===== src/hw/tfab_regs.svh =====
/*
  Register offsets, field positions, reset values and widths of the timer
  flag and bus access block. Word addresses on a 16-bit register port.
  Assumes nothing; definitions only.
*/
`ifndef TFAB_REGS_SVH
`define TFAB_REGS_SVH

// Word addresses
`define TFAB_A_STATUS    5'h00
`define TFAB_A_IRQ_STAT  5'h01
`define TFAB_A_IRQ_MASK  5'h02
`define TFAB_A_CNT0_HI   5'h03
`define TFAB_A_CNT0_LO   5'h04
`define TFAB_A_CAP_HI    5'h05
`define TFAB_A_CAP_LO    5'h06
`define TFAB_A_CNT1      5'h07
`define TFAB_A_GEN       5'h08
`define TFAB_A_OCR       5'h09
`define TFAB_A_CYCLE     5'h0a
`define TFAB_A_OFFSET_BASE_REG      5'h0b
`define TFAB_A_DOWN_COUNTER      5'h0c
`define TFAB_A_START12   5'h0d
`define TFAB_A_START3    5'h0e
`define TFAB_A_PRESC     5'h0f
`define TFAB_A_ITV       5'h10

// Byte lane enables
`define TFAB_BE_WORD     2'h3
`define TFAB_BE_UPPER    2'h2
`define TFAB_BE_LOWER    2'h1

// Status bit positions
`define TFAB_ST_CAP      0
`define TFAB_ST_CMF      1
`define TFAB_ST_IMF      2
`define TFAB_ST_OVF      3
`define TFAB_ST_UDF      4
`define TFAB_ST_ITV      5
`define TFAB_ST_CYC      6
`define TFAB_NFLAGS      7

// Start bit positions
`define TFAB_START_CNT0  0
`define TFAB_START_CNT1  1
`define TFAB_START_DOWN_COUNTER  0

// Interval tap bits of counter zero
`define TFAB_ITV_LSB     10
`define TFAB_ITV_MSB     13

// Reset values and the counter one maximum
`define TFAB_RST_W16     16'h0000
`define TFAB_RST_W32     32'h00000000
`define TFAB_RST_B8      8'h00
`define TFAB_RST_CMP     16'hffff
`define TFAB_CNT1_MAX    16'hffff

`endif


===== src/hw/tfab_pkg.sv =====
/*
  Types of the timer flag and bus access block: the packed state records
  of each module. Assumes tfab_regs.svh is on the include path.
*/
`include "tfab_regs.svh"

package tfab_pkg;

  typedef logic [`TFAB_NFLAGS-1:0] tfab_flags_t;

  typedef struct packed {
    logic [15:0] rdata;
    logic [31:0] cnt0;
    logic [15:0] cnt1;
    logic [31:0] cap;
    logic [15:0] gen;
    logic [15:0] output_compare_reg;
    logic [15:0] cyc;
    logic [15:0] offset_base_reg;
    logic [15:0] rd_buf;
    logic [15:0] wr_buf;
    logic [7:0]  presc;
    logic [7:0]  presc_cnt;
    logic [3:0]  itv_en;
    logic [7:0]  start1;
    logic [7:0]  start2;
    logic [7:0]  start3;
    tfab_flags_t status;
    tfab_flags_t armed;
    tfab_flags_t irq_stat;
    tfab_flags_t irq_mask;
    logic [1:0]  dma_pend;
    logic        match;
    logic        dma_req;
  } tfab_state_t;

  typedef struct packed {
    logic [15:0] cnt;
    logic        stepped;
    logic        clr_pend;
    logic        set_uf;
    logic        clr_uf;
  } tfab_down_counter_state_t;

  typedef struct packed {
    logic [2:0] sync;
    logic       stable;
    logic       rise;
  } tfab_sync_state_t;

endpackage


===== src/hw/tfab_pin_sync.sv =====
/*
  Three flip-flop pin synchroniser with a rising-edge pulse.
  Assumes an asynchronous pin; output is on i_clock.
*/
`timescale 1ns/1ps
`default_nettype none

module tfab_pin_sync (
  // Clock and reset
  input  wire logic i_clock,
  input  wire logic i_rst,
  // Pin
  input  wire logic i_pin,
  // Synchronised outputs
  output logic      o_level,
  output logic      o_rise
);

  tfab_pkg::tfab_sync_state_t st_ff;
  tfab_pkg::tfab_sync_state_t nxt_st;

  // Level counts only once stages two and three agree
  always_comb begin
    nxt_st      = st_ff;
    nxt_st.sync = {st_ff.sync[1:0], i_pin};
    nxt_st.rise = 1'b0;
    if (st_ff.sync[1] == st_ff.sync[2]) begin
      nxt_st.stable = st_ff.sync[2];
      nxt_st.rise   = st_ff.sync[2] & ~st_ff.stable;
    end
  end

  always_ff @(posedge i_clock) begin
    if (i_rst) begin
      st_ff <= '0;
    end else begin
      st_ff <= nxt_st;
    end
  end

  assign o_level = st_ff.stable;
  assign o_rise  = st_ff.rise;

endmodule // tfab_pin_sync

`default_nettype wire


===== src/hw/tfab_down_counter.sv =====
/*
  One-shot down-counter with underflow set and forced-clear reporting.
  Assumes i_tick is a one-cycle enable from the block's prescaler.
*/
`timescale 1ns/1ps
`default_nettype none
`include "tfab_regs.svh"

module tfab_down_counter (
  // Clock and reset
  input  wire logic        i_clock,
  input  wire logic        i_rst,
  // Control
  input  wire logic        i_tick,
  input  wire logic        i_load,
  input  wire logic [15:0] i_load_val,
  input  wire logic        i_force_clr,
  // Status
  output logic      [15:0] o_count,
  output logic             o_set_uf,
  output logic             o_clr_uf
);

  tfab_pkg::tfab_down_counter_state_t st_ff;
  tfab_pkg::tfab_down_counter_state_t nxt_st;

  // Count, hold at zero, and report underflow one tick late
  always_comb begin
    nxt_st        = st_ff;
    nxt_st.set_uf = 1'b0;
    nxt_st.clr_uf = 1'b0;
    if (i_force_clr) begin
      nxt_st.cnt      = `TFAB_RST_W16;
      nxt_st.stepped  = 1'b0;
      nxt_st.clr_pend = 1'b1;
    end else if (i_load) begin
      nxt_st.cnt      = i_load_val;
      nxt_st.stepped  = 1'b0;
    end else if (i_tick) begin
      if (st_ff.clr_pend) begin
        nxt_st.clr_uf   = 1'b1;
        nxt_st.clr_pend = 1'b0;
      end
      if (st_ff.cnt == 16'h0001) begin
        nxt_st.cnt     = `TFAB_RST_W16;
        nxt_st.stepped = 1'b1;
      end else if (st_ff.cnt == `TFAB_RST_W16) begin
        // Zero holds; never wraps below it
        nxt_st.cnt = `TFAB_RST_W16;
        if (st_ff.stepped) begin
          nxt_st.set_uf  = 1'b1;
          nxt_st.stepped = 1'b0;
        end
      end else begin
        nxt_st.cnt = st_ff.cnt - 16'h0001;
      end
    end
  end

  always_ff @(posedge i_clock) begin
    if (i_rst) begin
      st_ff <= '0;
    end else begin
      st_ff <= nxt_st;
    end
  end

  assign o_count  = st_ff.cnt;
  assign o_set_uf = st_ff.set_uf;
  assign o_clr_uf = st_ff.clr_uf;

endmodule // tfab_down_counter

`default_nettype wire


===== src/hw/tfab_core.sv =====
/*
  Timer status flags and 16-bit CPU register access: counters, capture,
  compare, down-counter, interval flag, split 32-bit access, byte lanes.
  Assumes a one-cycle strobe master on i_clock and an asynchronous pin.
*/
// The plain strobed port and the placing of the registers were left to the implementer.
`timescale 1ns/1ps
`default_nettype none
`include "tfab_regs.svh"

module tfab_core (
  // Clock and reset
  input  wire logic        i_clock,
  input  wire logic        i_rst,
  // Register port
  input  wire logic [4:0]  i_addr,
  input  wire logic [1:0]  i_be,
  input  wire logic [15:0] i_wdata,
  input  wire logic        i_wr,
  input  wire logic        i_rd,
  output logic      [15:0] o_rdata,
  // Capture pin
  input  wire logic        i_capture_pin,
  // DMA controller
  output logic             o_dma_req,
  input  wire logic        i_dma_clr_capture,
  input  wire logic        i_dma_clr_match,
  // Events and interrupt
  output logic             o_compare_match,
  output logic             o_irq
);

  tfab_pkg::tfab_state_t st_ff;
  tfab_pkg::tfab_state_t nxt_st;

  logic        cap_rise;
  logic [15:0] down_counter_val;
  logic        down_counter_set_uf;
  logic        down_counter_clr_uf;
  logic        tick;
  logic        tick0;
  logic        tick1;
  logic        gen_match;
  logic        ocr_match;
  logic        cyc_match;
  logic        wr_word;
  logic        wr_up;
  logic        wr_lo;
  logic        down_counter_load;
  logic [3:0]  itv_field;
  logic [3:0]  itv_rise;
  logic        itv_carry;
  logic        irq_rd;

  tfab_pkg::tfab_flags_t set_ev;
  tfab_pkg::tfab_flags_t clr_sw;
  tfab_pkg::tfab_flags_t clr_dma;

  // Set wins over clear on every hardware flag
  function automatic tfab_pkg::tfab_flags_t flag_next(
    input tfab_pkg::tfab_flags_t cur,
    input tfab_pkg::tfab_flags_t set,
    input tfab_pkg::tfab_flags_t clr
  );
    flag_next = (cur & ~clr) | set;
  endfunction

  // Byte lane merge of a 16-bit register
  function automatic logic [15:0] lane_merge(
    input logic [15:0] cur,
    input logic [15:0] wd,
    input logic [1:0]  be
  );
    lane_merge = {be[1] ? wd[15:8] : cur[15:8],
                  be[0] ? wd[7:0]  : cur[7:0]};
  endfunction

  // Match seen only on the tick that steps the counter off the value
  function automatic logic step_match(
    input logic        tk,
    input logic [15:0] cnt,
    input logic [15:0] ref_val
  );
    step_match = tk & (cnt == ref_val);
  endfunction

  // Capture pin through the three-stage synchroniser
  tfab_pin_sync u_cap_sync (
    .i_clock (i_clock),
    .i_rst   (i_rst),
    .i_pin   (i_capture_pin),
    .o_level (),
    .o_rise  (cap_rise)
  );

  // One-shot down-counter, cut off by a general register match
  tfab_down_counter u_down_counter (
    .i_clock     (i_clock),
    .i_rst       (i_rst),
    .i_tick      (tick & st_ff.start3[`TFAB_START_DOWN_COUNTER]),
    .i_load      (down_counter_load),
    .i_load_val  (i_wdata),
    .i_force_clr (gen_match),
    .o_count     (down_counter_val),
    .o_set_uf    (down_counter_set_uf),
    .o_clr_uf    (down_counter_clr_uf)
  );

  // Prescaler tick and per-counter start gating
  assign tick  = (st_ff.presc_cnt == st_ff.presc);
  assign tick0 = tick & st_ff.start1[`TFAB_START_CNT0];
  assign tick1 = tick & st_ff.start1[`TFAB_START_CNT1];

  // Matches count only as the counter steps away from the value
  assign gen_match = step_match(tick1, st_ff.cnt1, st_ff.gen);
  assign ocr_match = step_match(tick1, st_ff.cnt1, st_ff.output_compare_reg);
  assign cyc_match = step_match(tick1, st_ff.cnt1, st_ff.cyc);

  // Lane qualifiers; partial writes to word registers are dropped
  assign wr_word   = i_wr & (i_be == `TFAB_BE_WORD);
  assign wr_up     = i_wr & (i_be == `TFAB_BE_UPPER);
  assign wr_lo     = i_wr & (i_be != 2'h0);
  assign down_counter_load = wr_word & (i_addr == `TFAB_A_DOWN_COUNTER);

  // Interval taps rise only when the carry out of bit 9 reaches them
  assign itv_field = st_ff.cnt0[`TFAB_ITV_MSB:`TFAB_ITV_LSB];
  assign itv_carry = &st_ff.cnt0[`TFAB_ITV_LSB-1:0];
  assign itv_rise  = (itv_field + 4'h1) & ~itv_field & {4{itv_carry}};

  // Reading the interrupt status clears it
  assign irq_rd = i_rd & (i_addr == `TFAB_A_IRQ_STAT);

  // Flag set events from counters, capture and down-counter
  always_comb begin
    set_ev = '0;
    set_ev[`TFAB_ST_CAP] = cap_rise;
    set_ev[`TFAB_ST_IMF] = cap_rise | gen_match | ocr_match;
    set_ev[`TFAB_ST_CMF] = gen_match | ocr_match;
    set_ev[`TFAB_ST_CYC] = cyc_match;
    // Through a cycle match the counter restarts; not a wrap
    set_ev[`TFAB_ST_OVF] = (tick1 & ~cyc_match &
                            (st_ff.cnt1 == `TFAB_CNT1_MAX)) |
                           (tick0 & (&st_ff.cnt0));
    set_ev[`TFAB_ST_UDF] = down_counter_set_uf;
    set_ev[`TFAB_ST_ITV] = tick0 & (|(itv_rise & st_ff.itv_en));
  end

  // Software clear needs an armed bit and a 0 written to it
  always_comb begin
    clr_sw = '0;
    if (wr_word && (i_addr == `TFAB_A_STATUS)) begin
      // A 1 written leaves the bit and its arming alone
      clr_sw = st_ff.armed & ~i_wdata[`TFAB_NFLAGS-1:0];
    end
    clr_sw[`TFAB_ST_UDF] = clr_sw[`TFAB_ST_UDF] | down_counter_clr_uf;
  end

  // DMA clear honoured only for a request this block raised
  always_comb begin
    clr_dma = '0;
    clr_dma[`TFAB_ST_CAP] = i_dma_clr_capture & st_ff.dma_pend[0];
    clr_dma[`TFAB_ST_CMF] = i_dma_clr_match & st_ff.dma_pend[1];
  end

  // Next state of the whole block
  always_comb begin
    nxt_st         = st_ff;
    nxt_st.match   = ocr_match | gen_match;
    nxt_st.dma_req = cap_rise | ocr_match;
    nxt_st.rdata   = `TFAB_RST_W16;

    // Prescaler divider
    nxt_st.presc_cnt = tick ? `TFAB_RST_B8 : st_ff.presc_cnt + 8'h01;

    // Counters; cycle match restarts counter one
    if (tick0) begin
      nxt_st.cnt0 = st_ff.cnt0 + 32'h00000001;
    end
    if (cyc_match) begin
      nxt_st.cnt1 = `TFAB_RST_W16;
    end else if (tick1) begin
      nxt_st.cnt1 = st_ff.cnt1 + 16'h0001;
    end

    // Capture copies both counters in the same cycle
    if (cap_rise) begin
      nxt_st.cap  = st_ff.cnt0;
      nxt_st.gen  = st_ff.cnt1;
      nxt_st.offset_base_reg = st_ff.cnt1;
    end

    // Flags, arming and DMA pending
    nxt_st.status   = flag_next(st_ff.status, set_ev, clr_sw | clr_dma);
    nxt_st.armed    = st_ff.armed & ~clr_sw;
    // Pending until cleared, so a stray clear is ignored
    nxt_st.dma_pend = (st_ff.dma_pend & ~{i_dma_clr_match,
                                          i_dma_clr_capture}) |
                      {ocr_match, cap_rise};

    // Register reads
    if (i_rd) begin
      case (i_addr)
        `TFAB_A_STATUS: begin
          nxt_st.rdata = {9'h000, st_ff.status};
          nxt_st.armed = st_ff.status;
        end
        `TFAB_A_IRQ_STAT: nxt_st.rdata = {9'h000, st_ff.irq_stat};
        `TFAB_A_IRQ_MASK: nxt_st.rdata = {9'h000, st_ff.irq_mask};
        // One read buffer serves counter zero and capture
        `TFAB_A_CNT0_HI: begin
          nxt_st.rdata  = st_ff.cnt0[31:16];
          nxt_st.rd_buf = st_ff.cnt0[15:0];
        end
        `TFAB_A_CNT0_LO: nxt_st.rdata = st_ff.rd_buf;
        `TFAB_A_CAP_HI: begin
          nxt_st.rdata  = st_ff.cap[31:16];
          nxt_st.rd_buf = st_ff.cap[15:0];
        end
        `TFAB_A_CAP_LO:  nxt_st.rdata = st_ff.rd_buf;
        `TFAB_A_CNT1:    nxt_st.rdata = st_ff.cnt1;
        `TFAB_A_GEN:     nxt_st.rdata = st_ff.gen;
        `TFAB_A_OCR:     nxt_st.rdata = st_ff.output_compare_reg;
        `TFAB_A_CYCLE:   nxt_st.rdata = st_ff.cyc;
        `TFAB_A_OFFSET_BASE_REG:    nxt_st.rdata = st_ff.offset_base_reg;
        `TFAB_A_DOWN_COUNTER:    nxt_st.rdata = down_counter_val;
        `TFAB_A_START12: nxt_st.rdata = {st_ff.start1, st_ff.start2};
        `TFAB_A_START3:  nxt_st.rdata = {st_ff.start3, 8'h00};
        `TFAB_A_PRESC:   nxt_st.rdata = {st_ff.presc, 8'h00};
        `TFAB_A_ITV:     nxt_st.rdata = {4'h0, st_ff.itv_en, 8'h00};
        default:         nxt_st.rdata = `TFAB_RST_W16;
      endcase
    end

    // Register writes; capture and offset base have no write path
    if (i_wr) begin
      case (i_addr)
        `TFAB_A_IRQ_MASK: begin
          if (wr_word) begin
            nxt_st.irq_mask = i_wdata[`TFAB_NFLAGS-1:0];
          end
        end
        `TFAB_A_CNT0_HI: begin
          if (wr_word) begin
            nxt_st.wr_buf = i_wdata;
          end
        end
        `TFAB_A_CNT0_LO: begin
          if (wr_word) begin
            // Both halves at once, over any count this cycle
            nxt_st.cnt0 = {st_ff.wr_buf, i_wdata};
          end
        end
        `TFAB_A_CNT1: begin
          if (wr_word) begin
            nxt_st.cnt1 = i_wdata;
          end
        end
        `TFAB_A_GEN: begin
          if (wr_word && !cap_rise) begin
            nxt_st.gen = i_wdata;
          end
        end
        `TFAB_A_OCR: begin
          if (wr_word) begin
            nxt_st.output_compare_reg = i_wdata;
          end
        end
        `TFAB_A_CYCLE: begin
          if (wr_word) begin
            nxt_st.cyc = i_wdata;
          end
        end
        `TFAB_A_START12: begin
          if (wr_lo) begin
            // Either lane alone, or both as one word
            {nxt_st.start1, nxt_st.start2} =
              lane_merge({st_ff.start1, st_ff.start2}, i_wdata,
                         i_be);
          end
        end
        // Second half of a split start write; lands later
        `TFAB_A_START3: begin
          if (wr_up) begin
            nxt_st.start3 = i_wdata[15:8];
          end
        end
        `TFAB_A_PRESC: begin
          if (wr_up) begin
            nxt_st.presc = i_wdata[15:8];
          end
        end
        `TFAB_A_ITV: begin
          if (wr_up) begin
            nxt_st.itv_en = i_wdata[11:8];
          end
        end
        default: begin
          // Unmapped and read-only addresses drop writes
        end
      endcase
    end

    // Interrupt status: sticky, cleared by its read, set wins
    nxt_st.irq_stat = flag_next(st_ff.irq_stat, set_ev,
                                {`TFAB_NFLAGS{irq_rd}});
  end

  // Single state register
  always_ff @(posedge i_clock) begin
    if (i_rst) begin
      st_ff     <= '0;
      st_ff.gen <= `TFAB_RST_CMP;
      st_ff.output_compare_reg <= `TFAB_RST_CMP;
      st_ff.cyc <= `TFAB_RST_CMP;
    end else begin
      st_ff <= nxt_st;
    end
  end

  // Outputs
  assign o_rdata         = st_ff.rdata;
  assign o_dma_req       = st_ff.dma_req;
  assign o_compare_match = st_ff.match;
  assign o_irq           = |(st_ff.irq_stat & st_ff.irq_mask);

endmodule // tfab_core

`default_nettype wire


===== config.mk =====
export PLATFORM = sky130hd
export DESIGN_NAME = tfab_core
export DESIGN_NICKNAME = d
export VERILOG_FILES = /design/src/hw/tfab_pkg.sv /design/src/hw/tfab_pin_sync.sv /design/src/hw/tfab_down_counter.sv /design/src/hw/tfab_core.sv
export VERILOG_INCLUDE_DIRS = /design/src /design/src/hw
export SDC_FILE = /design/constraint.sdc
export NUM_CORES = 1
export LEC_CHECK = 0
export ABC_AREA = 1
export BUFFER_PORTS_ARGS = -buffer_cell sky130_fd_sc_hd__buf_2
export CAP_MARGIN = 20
export CELL_PAD_IN_SITES_DETAIL_PLACEMENT = 0
export CELL_PAD_IN_SITES_GLOBAL_PLACEMENT = 2
export CORE_MARGIN = 2
export CORE_UTILIZATION = 38
export CTS_BUF_LIST = sky130_fd_sc_hd__clkbuf_16
export CTS_CLUSTER_DIAMETER = 50
export DETAILED_ROUTE_END_ITERATION = 10
export HOLD_SLACK_MARGIN = 0.1
export PLACE_DENSITY_LB_ADDON = 0.1
export SLEW_MARGIN = 20
export SYNTH_ARGS = -nofsm -noshare
export SYNTH_HDL_FRONTEND = slang
export SYNTH_SLANG_ARGS = --single-unit
export TNS_END_PERCENT = 1

===== constraint.sdc =====
create_clock -name i_clock -period 3.2 [get_ports i_clock]
set_clock_uncertainty 0.1 [all_clocks]
set_input_delay 0.32 -clock i_clock [delete_from_list [all_inputs] [get_ports i_clock]]
set_output_delay 0.32 -clock i_clock [all_outputs]
set_load 0.05 [all_outputs]

==> flow_summary.yaml <==
timing:
  slew_headroom: 0.379
  fmax_mhz: 388
  setup_tns_ps: 0
  fin_crit_sh: 0.805
  period_needed_ps: 2570
  worst_pin_slew_ps: 930
  rsz0062_at_grt: "no"
  hold_viol: 0
  finalMaxSlewViolations: 0
  setup_viol: 0
power_and_ir_drop:
  switching_share: 0.255
  clockPowerShare: 0.516
  ir_drop_uv: 369
  netSwitchingPower_w: 0.00215
  power_density_nw_per_um2: 481
  power_frac_seq: 0.437
  p_int_w: 0.00630
  combPwrFrac: 0.047
  cellLeakagePower_nw: 7.73
worst_setup_path:
  end_kind: "register"
  worstRegToRegCells: 11
  critical_path_class: "in -> reg"
  endpoint: "u_down_counter.o_count[5]$_SDFFE_PP0P_"
  cp_num_cells: 13
  cp_cell_sequence: "dlygate4sd3_1 > buf_2 > nand2_1 > nor2_4 > inv_4 > nor2_2 > inv_1 > nand3_1 > nand2_1 > inv_1 > nand2_1 > nand2_1 > inv_1"
  startpoint: "i_wr"
  ff2ff_setup_slack_ps: 640
  cp.arrival_ps: 2930
  crit_family: "buffers and inverters"
  crit_slowest_cell: "dlygate4sd3_1"
  path_max_fanout: 23
  r2r-start: "st_ff[220]$_SDFF_PP0_"
  crit_path_frequent_cell: "nand2_1"
  timing.rr.end: "st_ff[14]$_SDFF_PP0_"
  path_buf_inv: 6
  crit_path_start_kind: "primary input"
  cpPeakStageDelay_ps: 510
  worstPathRequired_ps: 3560
placed_design:
  hpwl_um: 46100
  dp_cells: 2871
  numPortBuffers: 48
  gp_congestion: 0.919
synth:
  synth-edff-count: 0
  synth_cell_types: 46
  ys_warn_count: 0
  synth-seq-area-share: 0.377
  synth_top_area_cell: "dfxtp_1"
  ys_seq_elements: 293
  synth_top_area_frac: 0.377
  synthFlopType: "dfxtp_1"
  syn_area_per_cell_um2: 6.53
  synth.area.top_cells: "dfxtp_1 (38%), nand2_1 (16%), inv_1 (6.4%), o21ai_0 (6.2%), nand3_1 (5.2%)"
  syn_nets: 2416
  syn-cell-area_um2: 15500
  synth_cells: 2381
  async_reset_ff_frac: 0
flow_run:
  maxCapViolations: 0
outcome:
  status: "finished clean"
detailed_routing:
  drtAntennaViolNets: 0
  drc: 0
  wl_um: 62900
  drt_iter0_drc: 1393
  routedWlPerCell_um: 21.2
  drt_pass1_iterations: 7
  viasPerCell: 5.30
  vias: 15700
die:
  die_w_um: 206
  die_h_um: 206
  die-area_um2: 42500
  initial_core_util: 0.382
  rows: 74
  io_pins: 49
  coreArea_um2: 40600
layout:
  num_antenna_cells: 0
  layout_commonest_cell: "nand2_1"
  final_cell_mix: "nand2_1 (682), dfxtp_1 (292), inv_1 (272), nor2_1 (200), o21ai_0 (191)"
  fin_nets: 2436
  layoutNonFillerInstCount: 2964
  area_delta_synth_final_pct: 13.2
  drive_above_1_share: 0.0831
grt:
  grt_max_degree: 59
  grt_overflow: 0
  grt_usage: 0.299
  grt_pass1_wl_um: 94700
  grt_pass1_vias: 14700
  antenna_found_initial: 1
cts:
  ctsHoldBuffers: 18
  clock-root-buffer: "clkbuf_16"
  h-tree-depth: 2
  cts.clk_slew.worst_paths_ps: 60
  postCtsSetupRepairBufs: 0
  cts_buffer_depth: 3
  cts_made_buffers: 42
  cts_resized: 0
  cts_tree: "done"
  clkSinkCount: 293
  clk_latency_ps: 570
min_path:
  hp-class: "in -> reg"
## registers in the layout (all words and copies together), names as in the netlist
register                 flops
st_ff                      246
o_rdata                     16
u_down_counter.o_count      16
itv_field                    4
u_cap_sync.nxt_st            2
u_down_counter.st_ff         2
o_compare_match              1
o_dma_req                    1
u_cap_sync.o_level           1
u_cap_sync.o_rise            1
u_cap_sync.st_ff             1
u_down_counter.o_clr_uf      1
u_down_counter.o_set_uf      1
## Yosys cell counts, types with 5 or more instances
master / n
ha_1: 5
a211oi_1: 8
inv_2: 11
nor3_1: 26
nor2_1: 201
xor2_1: 38
a31oi_1: 29
or2_2: 5
o22ai_1: 27
nor2_4: 6
dfxtp_1: 293
o211ai_1: 45
inv_1: 265
nand2_1: 683
or2_0: 6
nand2_2: 5
buf_2: 52
nand4_1: 29
o21ai_0: 191
a21oi_1: 148
clkbuf_1: 52
xnor2_1: 21
nand3_1: 163
buf_4: 21
nor2_2: 10
## worst reg2reg max path, delay by kind of cell, from the launching register on
kind / cells / cell delay [ps]
flip-flops: 1 / 430
buffers and inverters: 3 / 310
AND/OR/NAND/NOR: 7 / 1330
adder cells (fa/ha/maj): 1 / 330
## stage by stage
| step | hold slack, ps | total power (W) | setup WS [ps] | instance area [µm²] | util |
|---|---|---|---|---|---|
| finish | 138 | 0.00845 | 625 | 17600 | 0.433 |
| CTS | 103 | 0.00851 | 637 | 17600 | 0.433 |
| detailed placement | 304 | 0.00415 | 619 | 16100 | 0.397 |
| floorplan | 288 | 0.00397 | 1390 | 15500 | - |
| global route | 126 | 0.00871 | 399 | 17600 | 0.433 |
| global placement | 305 | 0.00415 | 631 | 16100 | 0.397 |
## final cells by class
class,count,area (µm²)
clock buffer,43,1080
clock inverter,32,208
fill,4426,23100
inverter,279,1050
multi-input combinational,1677,7970
sequential,293,5870
tap,532,666
timing repair buffer,108,748
## logic make-up after synthesis
logic type | Yosys count | share of synthesized area
xor+xnor | 59 | 0.0332
compound gates | 464 | 0.166
buf+inv | 411 | 0.110
flops | 293 | 0.377
simple gates | 1149 | 0.309
fa+ha+maj | 5 | 0.00403
## per-layer routing
metal / vias up / GRT usage / share of wire
met3: 89 / 0.0465 / 0.065
met4: 2 / 0.0732 / 0.022
met2: 515 / 0.488 / 0.46
li1: 7715 / - / -
met1: 7387 / 0.413 / 0.46
met5: - / 0 / 0.00017
## worst min-delay path by stage
stage	from	endpoint	cells after the start
2_1_floorplan	u_cap_sync.nxt_st[3]$_SDFF_PP0_	u_cap_sync.nxt_st[4]$_SDFF_PP0_	2
3_3_place_gp	u_cap_sync.nxt_st[3]$_SDFF_PP0_	u_cap_sync.nxt_st[4]$_SDFF_PP0_	2
3_5_place_dp	u_cap_sync.nxt_st[3]$_SDFF_PP0_	u_cap_sync.nxt_st[4]$_SDFF_PP0_	2
4_1_cts	i_wdata[15]	st_ff[219]$_SDFF_PP0_	3
5_1_grt	i_wdata[15]	st_ff[91]$_SDFFE_PP0P_	3
6_report	i_wdata[15]	st_ff[219]$_SDFF_PP0_	3
## power groups by stage
stage               clock, W  combinational (W)  sequential [W]
floorplan                  0           0.000207         0.00376
global placement           0           0.000377         0.00377
CTS                  0.00443           0.000394         0.00369
global route         0.00460           0.000426         0.00369
finish               0.00437           0.000396         0.00369
detailed placement         0           0.000377         0.00377
Note: power is estimated with default switching activity, not from simulation.
